`src/scan_seq_regs.vh`:
```
`ifndef SCAN_SEQ_REGS_VH
`define SCAN_SEQ_REGS_VH

// Register offsets (byte-wide register index on the command port)
`define CONV_CFG_ADDR 8'h08
`define CELL_EN_ADDR 8'h09
`define ACQ_CFG_ADDR 8'h0C
`define CONV_CTRL_ADDR 8'h0D
`define CELL_DATA_BASE 8'h20
`define CELL_DATA_LAST 8'h2B
`define AUX_ONE_ADDR 8'h2C
`define AUX_TWO_ADDR 8'h2D
`define DIAG_RES_ADDR 8'h2E

// Field positions
`define CTRL_SCAN_BIT 0
`define CTRL_BUSY_BIT 1
`define CFG_AUX_ONE_EN_BIT 0
`define CFG_AUX_TWO_EN_BIT 1
`define CFG_DIAG_EN_BIT 2

// Reset values
`define CONV_CFG_RST 16'h0000
`define CELL_EN_RST 16'h0000
`define ACQ_CFG_RST 16'h0000

// Timing in nanoseconds and clock period
`define CLK_PERIOD_NS 10
`define SETUP_TIME_NS 11300
`define FIRST_SAMPLE_NS 5670
`define NEXT_SAMPLE_NS 3830
`define SETTLE_UNIT_NS 1000

// Cycle counts, least times rounded up
`define SETUP_CYC ((`SETUP_TIME_NS + `CLK_PERIOD_NS - 1) / `CLK_PERIOD_NS)
`define FIRST_SAMPLE_CYC ((`FIRST_SAMPLE_NS + `CLK_PERIOD_NS - 1) / `CLK_PERIOD_NS)
`define NEXT_SAMPLE_CYC ((`NEXT_SAMPLE_NS + `CLK_PERIOD_NS - 1) / `CLK_PERIOD_NS)
`define SETTLE_UNIT_CYC ((`SETTLE_UNIT_NS + `CLK_PERIOD_NS - 1) / `CLK_PERIOD_NS)

// Converter channel codes
`define CHAN_DIAG 4'hD
`define CHAN_AUX_ONE 4'hE
`define CHAN_AUX_TWO 4'hF

`endif

```
`src/interval_timer.v`:
```
`timescale 1ns/10ps
// Down counter; done pulses LOAD_VAL cycles after the load pulse
module interval_timer #(
  parameter W = 24
) (
  input wire clk_sys,
  input wire rstn,
  input wire load,
  input wire [W-1:0] load_val,
  output reg done
);
  reg [W-1:0] count_reg; // Cycles left

  // Count down to zero, flag the last step
  always @(posedge clk_sys or negedge rstn)
  begin
    if (!rstn)
    begin
      count_reg <= {W{1'b0}};
      done <= 1'b0;
    end
    else
    begin
      done <= 1'b0;
      if (load)
        count_reg <= load_val;
      else if (count_reg != {W{1'b0}})
      begin
        count_reg <= count_reg - {{(W-1){1'b0}}, 1'b1};
        // Last cycle of the interval
        if (count_reg == {{(W-1){1'b0}}, 1'b1})
          done <= 1'b1;
      end
    end
  end
endmodule // interval_timer

```
`src/cell_scan_sequencer.v`:
```
`timescale 1ns/10ps
`include "scan_seq_regs.vh"
// Function
// Scan only cells enabled in cell enables
// Aux and diagnostic gated by configuration bits
// Scan starts on conversion trigger bit write
// Trigger while busy is ignored entirely
// Order cells p1, cells p2, diag, aux
// Average both phases, then write cell data
// Diagnostic two phases back to back
// Each aux converted once, own result
// Extra settling before each enabled aux
// Setup interval before first cell sample
// First cell sampled longer than others
// Start scan immediately on trigger
// Forward trigger within one microsecond
// Host reads results by broadcast read
// Broadcast read frame layout on bus
// Host trigger write is five bytes
// Only enabled cells' data registers update
// Busy held until last result stored
module cell_scan_sequencer #(
  parameter OFFSET_TRIM = 12'h000,
  parameter SETTLE_UNIT = 16'd100
) (
  input wire clk_sys,
  input wire rstn,
  input wire reg_wr,
  input wire reg_rd,
  input wire reg_bcast,
  input wire [7:0] reg_addr,
  input wire [15:0] reg_wdata,
  output reg [15:0] reg_rdata,
  output reg trig_fwd,
  output reg adc_start,
  output reg [3:0] adc_chan,
  output reg adc_chop,
  input wire adc_done,
  input wire [11:0] adc_data,
  output reg busy
);
  // Sequencer states, one-hot
  localparam [4:0] S_IDLE = 5'h01;
  localparam [4:0] S_SETUP = 5'h02;
  localparam [4:0] S_SETTLE = 5'h04;
  localparam [4:0] S_SAMPLE = 5'h08;
  localparam [4:0] S_CONV = 5'h10;
  // Scan stages
  localparam [2:0] ST_PRE = 3'h0;
  localparam [2:0] ST_CELL1 = 3'h1;
  localparam [2:0] ST_CELL2 = 3'h2;
  localparam [2:0] ST_DIAG1 = 3'h3;
  localparam [2:0] ST_DIAG2 = 3'h4;
  localparam [2:0] ST_AUX1 = 3'h5;
  localparam [2:0] ST_AUX2 = 3'h6;
  localparam [2:0] ST_DONE = 3'h7;
  // Interval counts at timer width
  localparam [23:0] SETUP_CYC = `SETUP_CYC;
  localparam [23:0] FIRST_CYC = `FIRST_SAMPLE_CYC;
  localparam [23:0] NEXT_CYC = `NEXT_SAMPLE_CYC;
  reg [15:0] conv_cfg_reg; // Converter configuration
  reg [15:0] cell_en_reg; // Cell input enables
  reg [15:0] acq_cfg_reg; // Acquisition settling configuration
  reg [11:0] cell_data [0:11]; // Corrected cell results
  reg [11:0] raw1 [0:11]; // Phase one readings
  reg [11:0] raw2 [0:11]; // Phase two readings
  reg [11:0] aux_one_reg; // First auxiliary result
  reg [11:0] aux_two_reg; // Second auxiliary result
  reg [11:0] diag_p1_reg; // Diagnostic phase one reading
  reg [11:0] diag_res_reg; // Diagnostic corrected result
  reg [4:0] state_reg; // Sequencer state
  reg [2:0] stage_reg; // Current scan stage
  reg [3:0] cell_reg; // Current cell index, cell number minus one
  reg [11:0] mask_reg; // Cells enabled at trigger
  reg diag_en_reg; // Diagnostic enabled at trigger
  reg aux1_en_reg; // First aux enabled at trigger
  reg aux2_en_reg; // Second aux enabled at trigger
  reg [7:0] settle_reg; // Settle units latched at trigger
  reg [2:0] stage_next; // Stage after the current one
  reg [3:0] cell_next; // Cell after the current one
  reg tmr_load; // Timer load pulse
  reg [23:0] tmr_val; // Timer load value
  wire tmr_done; // Interval elapsed
  wire [2:0] after_cells; // Stage that follows the cell phases
  wire [2:0] after_diag; // Stage that follows the diagnostic
  wire accept; // Trigger taken
  wire [4:0] top_cell; // Highest enabled cell
  wire [4:0] below_cell; // Next enabled cell below current
  wire [23:0] settle_cyc; // Extra settling length
  integer k;
  // Highest enabled index below lim; bit 4 set when none
  function [4:0] find_below;
    input [11:0] m;
    input [4:0] lim;
    integer i;
    reg [4:0] r;
    begin
      r = 5'h1F;
      for (i = 0; i < 12; i = i + 1)
        if (m[i] && (i < lim))
          r = i[4:0];
      find_below = r;
    end
  endfunction
  // Chopped average with offset trim, saturating at zero
  function [11:0] avg_corr;
    input [11:0] a;
    input [11:0] b;
    reg [12:0] s;
    begin
      s = {1'b0, a} + {1'b0, b} + 13'h0001;
      avg_corr = (s[12:1] > OFFSET_TRIM) ? s[12:1] - OFFSET_TRIM : 12'h000;
    end
  endfunction
  // Trigger taken only while idle
  assign accept = reg_wr && (reg_addr == `CONV_CTRL_ADDR) && reg_wdata[`CTRL_SCAN_BIT] && !busy;
  assign top_cell = find_below(mask_reg, 5'd12);
  assign below_cell = find_below(mask_reg, {1'b0, cell_reg});
  assign after_diag = aux1_en_reg ? ST_AUX1 : (aux2_en_reg ? ST_AUX2 : ST_DONE);
  assign after_cells = diag_en_reg ? ST_DIAG1 : after_diag;
  assign settle_cyc = {16'h0000, settle_reg} * {8'h00, SETTLE_UNIT[15:0]};
  interval_timer #(
    .W(24)
  ) u_timer (
    .clk_sys(clk_sys),
    .rstn(rstn),
    .load(tmr_load),
    .load_val(tmr_val),
    .done(tmr_done)
  );
  // Next item of the scan in the fixed order
  always @*
  begin
    stage_next = ST_DONE;
    cell_next = cell_reg;
    case (stage_reg)
      ST_PRE:
      begin
        stage_next = after_cells;
        if (!top_cell[4])
        begin
          stage_next = ST_CELL1;
          cell_next = top_cell[3:0];
        end
      end
      ST_CELL1:
      begin
        stage_next = below_cell[4] ? ST_CELL2 : ST_CELL1;
        cell_next = below_cell[4] ? top_cell[3:0] : below_cell[3:0];
      end
      ST_CELL2:
      begin
        stage_next = below_cell[4] ? after_cells : ST_CELL2;
        cell_next = below_cell[4] ? cell_reg : below_cell[3:0];
      end
      ST_DIAG1:
        stage_next = ST_DIAG2;
      ST_DIAG2:
        stage_next = after_diag;
      ST_AUX1:
        stage_next = aux2_en_reg ? ST_AUX2 : ST_DONE;
      default:
        stage_next = ST_DONE;
    endcase
  end
  // Interval to run before the next item; settling end reloads the sample default
  always @*
  begin
    tmr_load = 1'b0;
    tmr_val = NEXT_CYC;
    if (accept)
    begin
      tmr_load = 1'b1;
      tmr_val = SETUP_CYC;
    end
    else if (((state_reg == S_SETUP && tmr_done) || (state_reg == S_CONV && adc_done)) && stage_next != ST_DONE)
    begin
      tmr_load = 1'b1;
      if ((stage_next == ST_AUX1 || stage_next == ST_AUX2) && settle_reg != 8'h00)
        tmr_val = settle_cyc;
      else if ((stage_next == ST_CELL1 || stage_next == ST_CELL2) && stage_next != stage_reg)
        tmr_val = FIRST_CYC;
    end
    else if (state_reg == S_SETTLE && tmr_done)
      tmr_load = 1'b1;
  end
  // Register writes from the command port
  always @(posedge clk_sys or negedge rstn)
  begin
    if (!rstn)
    begin
      conv_cfg_reg <= `CONV_CFG_RST;
      cell_en_reg <= `CELL_EN_RST;
      acq_cfg_reg <= `ACQ_CFG_RST;
    end
    else if (reg_wr)
    begin
      case (reg_addr)
        `CONV_CFG_ADDR: conv_cfg_reg <= reg_wdata;
        `CELL_EN_ADDR: cell_en_reg <= reg_wdata;
        `ACQ_CFG_ADDR: acq_cfg_reg <= reg_wdata;
        default: ;
      endcase
    end
  end
  // Register read mux, answer one cycle after the strobe
  always @(posedge clk_sys or negedge rstn)
  begin
    if (!rstn)
      reg_rdata <= 16'h0000;
    else if (reg_rd)
    begin
      // Cell results sit in the default arm, one word is two data bytes
      case (reg_addr)
        `CONV_CFG_ADDR: reg_rdata <= conv_cfg_reg;
        `CELL_EN_ADDR: reg_rdata <= cell_en_reg;
        `ACQ_CFG_ADDR: reg_rdata <= acq_cfg_reg;
        `CONV_CTRL_ADDR: reg_rdata <= {14'h0000, busy, 1'b0};
        `AUX_ONE_ADDR: reg_rdata <= {aux_one_reg, 4'h0};
        `AUX_TWO_ADDR: reg_rdata <= {aux_two_reg, 4'h0};
        `DIAG_RES_ADDR: reg_rdata <= {diag_res_reg, 4'h0};
        default: reg_rdata <= (reg_addr >= `CELL_DATA_BASE && reg_addr <= `CELL_DATA_LAST) ?
          {cell_data[reg_addr[3:0]], 4'h0} : 16'h0000;
      endcase
    end
  end
  // Scan sequencer and converter handshake
  always @(posedge clk_sys or negedge rstn)
  begin
    if (!rstn)
    begin
      state_reg <= S_IDLE;
      stage_reg <= ST_PRE;
      cell_reg <= 4'h0;
      mask_reg <= 12'h000;
      diag_en_reg <= 1'b0;
      aux1_en_reg <= 1'b0;
      aux2_en_reg <= 1'b0;
      settle_reg <= 8'h00;
      busy <= 1'b0;
      trig_fwd <= 1'b0;
      adc_start <= 1'b0;
      adc_chan <= 4'h0;
      adc_chop <= 1'b0;
      aux_one_reg <= 12'h000;
      aux_two_reg <= 12'h000;
      diag_p1_reg <= 12'h000;
      diag_res_reg <= 12'h000;
      for (k = 0; k < 12; k = k + 1)
      begin
        cell_data[k] <= 12'h000;
        raw1[k] <= 12'h000;
        raw2[k] <= 12'h000;
      end
    end
    else
    begin
      adc_start <= 1'b0;
      trig_fwd <= accept && reg_bcast;
      case (state_reg)
        S_IDLE:
        begin
          if (accept)
          begin
            // Start at once and snapshot the scan setup
            state_reg <= S_SETUP;
            busy <= 1'b1;
            stage_reg <= ST_PRE;
            mask_reg <= cell_en_reg[11:0];
            diag_en_reg <= conv_cfg_reg[`CFG_DIAG_EN_BIT];
            aux1_en_reg <= conv_cfg_reg[`CFG_AUX_ONE_EN_BIT];
            aux2_en_reg <= conv_cfg_reg[`CFG_AUX_TWO_EN_BIT];
            settle_reg <= acq_cfg_reg[7:0];
          end
        end
        S_SETUP, S_CONV:
        begin
          if ((state_reg == S_SETUP && tmr_done) || (state_reg == S_CONV && adc_done))
          begin
            // Store the finished reading
            if (state_reg == S_CONV)
            begin
              case (stage_reg)
                ST_CELL1: raw1[cell_reg] <= adc_data;
                ST_CELL2: raw2[cell_reg] <= adc_data;
                ST_DIAG1: diag_p1_reg <= adc_data;
                ST_DIAG2: diag_res_reg <= avg_corr(diag_p1_reg, adc_data);
                ST_AUX1: aux_one_reg <= adc_data;
                ST_AUX2: aux_two_reg <= adc_data;
                default: ;
              endcase
            end
            // Both phases done: publish enabled cells only
            if (stage_reg == ST_CELL2 && stage_next != ST_CELL2)
              for (k = 0; k < 12; k = k + 1)
                if (mask_reg[k])
                  cell_data[k] <= avg_corr(raw1[k], (k == cell_reg) ? adc_data : raw2[k]);
            stage_reg <= stage_next;
            cell_reg <= cell_next;
            if (stage_next == ST_DONE)
            begin
              state_reg <= S_IDLE;
              stage_reg <= ST_PRE;
              busy <= 1'b0;
            end
            else if ((stage_next == ST_AUX1 || stage_next == ST_AUX2) && settle_reg != 8'h00)
              state_reg <= S_SETTLE;
            else
              state_reg <= S_SAMPLE;
          end
        end
        S_SETTLE:
        begin
          if (tmr_done)
            state_reg <= S_SAMPLE;
        end
        S_SAMPLE:
        begin
          if (tmr_done)
          begin
            // Sampling over, launch the conversion
            state_reg <= S_CONV;
            adc_start <= 1'b1;
            adc_chop <= (stage_reg == ST_CELL2) || (stage_reg == ST_DIAG2);
            case (stage_reg)
              ST_DIAG1, ST_DIAG2: adc_chan <= `CHAN_DIAG;
              ST_AUX1: adc_chan <= `CHAN_AUX_ONE;
              ST_AUX2: adc_chan <= `CHAN_AUX_TWO;
              default: adc_chan <= cell_reg + 4'h1;
            endcase
          end
        end
        default:
          state_reg <= S_IDLE;
      endcase
    end
  end
endmodule // cell_scan_sequencer

```
`config.mk`:
```
export PLATFORM = sky130hd
export DESIGN_NAME = cell_scan_sequencer
export DESIGN_NICKNAME = d
export VERILOG_FILES = /design/src/interval_timer.v /design/src/cell_scan_sequencer.v
export VERILOG_INCLUDE_DIRS = /design/src /design/src/src
export SDC_FILE = /design/constraint.sdc
export NUM_CORES = 2
export LEC_CHECK = 0
export ABC_CLOCK_PERIOD_IN_PS = 10400
export BUFFER_PORTS_ARGS = -buffer_cell sky130_fd_sc_hd__clkbuf_2
export CAP_MARGIN = 30
export CORE_MARGIN = 2
export CORE_UTILIZATION = 36
export CTS_CLUSTER_SIZE = 16
export DETAILED_ROUTE_END_ITERATION = 10
export GPL_TIMING_DRIVEN = 0
export HOLD_SLACK_MARGIN = 0.1
export SETUP_SLACK_MARGIN = 0.1
export SLEW_MARGIN = 20
export SYNTH_ARGS = -nofsm -noshare
export SYNTH_HDL_FRONTEND = slang
export SYNTH_SLANG_ARGS = --single-unit
```
`constraint.sdc`:
```
create_clock -name clk_sys -period 10.4 [get_ports clk_sys]
set_input_delay 2.08 -clock clk_sys [delete_from_list [all_inputs] [get_ports clk_sys]]
set_output_delay 2.08 -clock clk_sys [all_outputs]
set_load 0.03 [all_outputs]
```
After elaboration in Yosys (flattened, before gate mapping):

Cells that the tools add are included.
W data, S select, Z words.

* flip-flop bits (word level): 612
* latch bits: 0
* memory bits (writable): 0
* bits in read-only memories: 0
* input bits: 42
* output and inout port bits: 24
* logic and storage cells: 330
* memories: 0

* $add $sub $neg: 28
* $mul: 1
* divide/modulo/power cells: 0
* magnitude comparators: 30
* equality and inequality tests: 45
* shift operators: 0
* multiplexer cells: 99
* bitwise logic cells: 2
* reduce and logical (&&, ||, !) cells: 66

Operators by type and width (number)
* $mux W12: 28
* $bwmux W144: 2
* $add A12 B12 Y13: 13
* $add A13 B1 Y13 const B: 13
* $gt A12 B1 Y1 const B: 13
* $mux W5: 28
* $pmux W16 S7: 1
* $reduce_and A4 Y1: 20
* $bmux W12 S4: 1
* $demux W12 S4: 1
* $mux W24: 2
* $mux W15: 3
* $eq A8 B4 Y1 const B: 4
* $logic_and A1 B1 Y1: 25
* $eq A24 B1 Y1 const B: 1
* $eq A8 B6 Y1 const B: 3
* $pmux W4 S3: 2
* $reduce_bool A24 Y1: 1
* $sub A24 B1 Y24 const B: 1
* $mux W3: 7
* $mux W4: 5
* $pmux W5 S4: 1
* $eq A3 B3 Y1 const B: 6
* $pmux W3 S6: 1
* 44 further kinds: 89

Logic depth before layout (Yosys ltp):

* depth in word-level cells: 24
* mapped depth: 17

Hierarchy:

Synthesis repeated with hierarchy kept, for this count alone.

* cell total of the unflattened synthesis: 3395
* area total of the unflattened synthesis: 35057.4 um2

By module, submodules not included
* cell_scan_sequencer: times used 1, cells an instance 3228, area each 33570.9 um2, seq. area each 14690.3 um2
* interval_timer: times used 1, cells an instance 167, area each 1486.4 um2, seq. area each 625.6 um2

Worst setup path after synthesis:

Ideal clock, no wire load.

* path type: input-to-reg
* from: input port adc_data[0]
* to: register cell_data[131] in the netlist's numbering
* setup time: 0.125 ns
* arrival: 4.446 ns
* slack: 5.829 ns
* stages on the path: 12
* path buffers: 1
* cell sequence: clkbuf_1 mux2i_1 nand2b_1 fa_1 a41oi_1 a31oi_1 o21a_1 o21ai_0 nand2_1 a2111o_1 a311oi_1 nor2_1

* word-level cells in the longest chain between the ends: 5

RTL lines
* from (decl): line cell_scan_sequencer.v:39 `input wire [11:0] adc_data,`
* $mux W12 (*): line cell_scan_sequencer.v:297 `cell_data[k] <= avg_corr(raw1[k], (k == cell_reg) ? adc_data : raw2[k]);`
* $add A12 B12 Y13 (*): line cell_scan_sequencer.v:111 `s = {1'b0, a} + {1'b0, b} + 13'h0001;`
* $add A13 B1 Y13 (*): line cell_scan_sequencer.v:111
* $gt A12 B1 Y1: line cell_scan_sequencer.v:112 `avg_corr = (s[12:1] > OFFSET_TRIM) ? s[12:1] - OFFSET_TRIM : 12'h000;`
* $mux W12 (*): line cell_scan_sequencer.v:112
* to (signal, indexed assignment): line cell_scan_sequencer.v:297
* to (decl): line cell_scan_sequencer.v:64 `reg [11:0] cell_data [0:11];`

Mark *: on every way between the ends. The rest lies on a longest branch, timed or not.
A chain may end at the register's enable or synchronous reset.

Worst setup path after layout:

* from: input port adc_data[0]
* to: register diag_res_reg[7]

* word-level cells in the longest chain between the ends: 4

RTL lines
* $add A12 B12 Y13 (*): line cell_scan_sequencer.v:111
* $add A13 B1 Y13 (*): line cell_scan_sequencer.v:111
* $gt A12 B1 Y1: line cell_scan_sequencer.v:112
* $mux W12 (*): line cell_scan_sequencer.v:112
* to (signal assigned): line cell_scan_sequencer.v:287 `ST_DIAG2: diag_res_reg <= avg_corr(diag_p1_reg, adc_data);`
* to (decl): line cell_scan_sequencer.v:70 `reg [11:0] diag_res_reg;`

Marked as above.

==> qor.txt <==
==============================================================================
Result of the run                                                 finished, final reports clean
Routed met3 length                                                     8.16 mm
Synthesized flop and latch total                                           612
Vias in the first global route                                           26600
Final period utilization                                                 0.578
Per-cell routed wire length                                            23.0 µm
Area of the core                                                     96400 µm²
Smallest setup slack after layout                                      4.39 ns
Total of fill cells in the finished design                                9471
Most used standard cells in the synthesized netlist               dfrtp_1 (611), nand2_1 (581), mux2_2 (398)
CP Data Required Time                                                 10.94 ns
Final layout net count                                                    3831
I/O Pins                                                                    66
DR vias/cell                                                              5.58
Routed wire length on met2                                             49.6 mm
Total routed wirelength                                                 113 mm
Syn. warnings                                                                0
Post-layout instance area                                            39600 µm²
Total chip power                                                     0.00595 W
Share of synthesized area spent on multiplexers                          0.160
Hpwl dp                                                                83.6 mm
Average footprint of a synthesized cell                               10.2 µm²
Antenna violations before repair                                            10
Maximum clock path buffer count                                              3
Time the final worst path needs with I/O delays and setup              6.01 ns
Number of standard cells in the layout, taps in and fillers out           4918
Global-route wire length before repair                                  169 mm
Buffers added on ports                                                      62
Final setup violation count                                                  0
Max frequency                                                        0.166 GHz
Chip Width                                                              315 µm
Critical Setup Path Class                                               in2reg
Regs by FF count                                                  cell_data x144, raw1 x144, raw2 x144
Share of synthesized registers carrying an async set or reset             1.00
Net count of the mapped netlist                                           3673
Inserted Clock Buffers                                                      70
Final core utilization                                                   0.411
Number of iterations in the first detailed-routing pass                      6
Crit-path cells                                                   clkbuf_2 > clkbuf_1 > clkbuf_1 > clkbuf_1 > nor2_1 > fa_1 > nor2b_1 > o21ai_0 > a21boi_0 > o21ai_0 > a21boi_0 > o21a_1 > nor3_1 > o31ai_1
Place WS                                                               3.82 ns
Netlist area before placement                                        34900 µm²
Die Y                                                                   315 µm
Effective utilization at floorplan                                       0.362
Main combinational cell family by area after synthesis            multiplexers
Quantity of hold-fixing buffers added after cts                              0
Synthesized-area fraction occupied by adder cells                       0.0744
Area fraction of the dominant cell type after synthesis                  0.438
Count of nets left with antenna violations after detail routing              0
CP max stage cell                                                     clkbuf_1
Compound-gate portion of the synthesized area                            0.134
Transition time at the pin with the least slew margin                  1.11 ns
Arrival time worst endpoint                                            6.55 ns
Max_slew headroom                                                        0.252
Post-Route Skew                                                      0.0287 ns
Area grow syn2layout                                                     13.5%
Standard-cell row count                                                    114
CTS tree                                                                 built
Path type of the worst min-delay path                                  reg2reg
Grt total ovfl                                                               0
Count of final hold-check violations                                         0
Sequential-to-total area share from yosys stat                           0.439
Total Die Area                                                       99500 µm²
Placed Cells                                                              4795
Number of distinct library cells after synthesis                            83
Number of enable flip-flop cells after synthesis                             0
Number of max-slew violations in the final report                            0
Synth Area in XOR/XNOR                                                  0.0306
Vias                                                                     27500
Critical-path maximum fanout                                                10
Power density over cell area                                        150 nW/µm²
Largest area contributor in the netlist                                dfrtp_1
VDD IR max                                                          0.000119 V
Critical Path End Type                                                register
MaxCap Viol Count                                                            0
Count of H-tree levels built during CTS                                      3
Max incr delay on CP                                                   0.81 ns
Met1 Wirelength                                                        50.3 mm
Most common cell in the netlist                                        dfrtp_1
Simple-gate portion of the synthesized area                              0.129
Number of gates given a new drive strength after cts                         0
Leakage dissipation                                                    19.3 nW
Number of design rule violations left after detail routing                   0
Number of cells produced by synthesis                                     3433
Cell chosen for the clock root                                       clkbuf_16
Area after detailed placement                                        37300 µm²
Clock network latency to the later pin of the worst-skew pair          0.64 ns
Worst-path clk slew                                                    0.06 ns
Most used DFF post-synth                                               dfrtp_1
Number of sinks driven by the clock tree                                   612
Final estimated routing congestion in global placement                   0.940
Number of setup buffers added after CTS                                      0
GRT Util Overall                                                         0.227
Critical path's most frequent cell                                    clkbuf_1
Topmost layer with routed signal wires                                    met5
Unrepaired setup endpoints after global routing                          false
Startpoint types                                                    input port
Largest net degree at the start of global routing                           85
Layout cells sized above 1                                               0.197
Largest cells by area after synthesis                             dfrtp_1 (44%), mux2_2 (13%), ha_1 (6.5%)
Initial DRC Count                                                         2553
==============================================================================
[cell families after synthesis]
group | Yosys count
flops | 612
fa+ha+maj | 198
mux | 464
xor+xnor | 122
simple gates | 1010
buf+inv | 295
compound gates | 732
[report_power, final]
part | switching (W) | total, W | leakage, nW | internal [W]
Clock | 0.00106 | 0.00255 | 1.16 | 0.00149
Sequential | 0.0000535 | 0.00249 | 8.49 | 0.00244
Combinational | 0.000605 | 0.000904 | 9.60 | 0.000299
[placed cells by master (no fill, tap or decap), types with 12 or more instances in the layout]
master     instances
o21a_1            28
clkbuf_16         72
a31oi_1           26
nand3_1           45
clkbuf_2          77
o21bai_1          12
ha_1             182
fa_1              16
clkinv_2          14
xnor2_1           70
buf_2             33
mux2_2           398
o21ai_0          242
dfrtp_1          611
inv_1            103
nor2b_1           29
a22oi_1           16
nor3_1            56
clkbuf_8          19
mux2i_1           30
mux4_2            36
xor2_1            52
buf_1             24
a211oi_1          22
and3_1            19
a21boi_0          14
o31ai_1           34
o211ai_1          14
nor2_1           144
o22ai_1           18
clkbuf_1         122
or3_1             22
a21oi_1          151
nor4_1            14
nand2b_1          29
a21o_1            41
nand2_1          581
a221oi_1          16
[stage by stage]
step           hold slack (ns)  TNS (ns)
4_1_cts                  0.471         0
3_5_place_dp             0.457         0
6_report                 0.466         0
2_1_floorplan            0.440         0
5_1_grt                  0.494         0
3_3_place_gp             0.453  -4776.87
[per-layer routing]
layer  up-vias  global-route usage
li1      12600                   -
met1     13700               0.310
met2       907               0.344
met3       229              0.0546
met4        12              0.0963
met5         -                   0
[cell type report]
type	instances	area, µm²	area share
plain buffers	188	783	0.0198
clock inverters	22	243	0.00613
repair buffers	86	714	0.0180
diodes	2	5.00	0.000126
multi-input cells	2526	18500	0.466
well taps	1276	1600	0.0403
flip-flops and latches	612	15300	0.387
clock buffers	99	2080	0.0526
inverters	107	402	0.0101
[final timing paths]
path	startpoint	to	slack, ns	cells after the start
worst max register to register	cell_reg[3]	cell_data[47]	4.55	17
worst max-delay path	adc_data[0]	diag_res_reg[7]	4.39	14
worst min register to register	raw2[86]	raw2[86]	0.47	2
min in group asynchronous	rstn	raw1[116]	1.39	1
worst min-delay path	raw2[86]	raw2[86]	0.47	2
max in group asynchronous	rstn	raw2[20]	7.76	3
[critical path, delay by kind of cell]
family,cells,cell delay [ns]
AOI/OAI and AO/OA,6,1.15
adders and majority gates,1,0.44
buffers and inverters,4,2.43
and+or+nand+nor,3,0.42
Note: power is estimated with default switching activity, not from simulation.
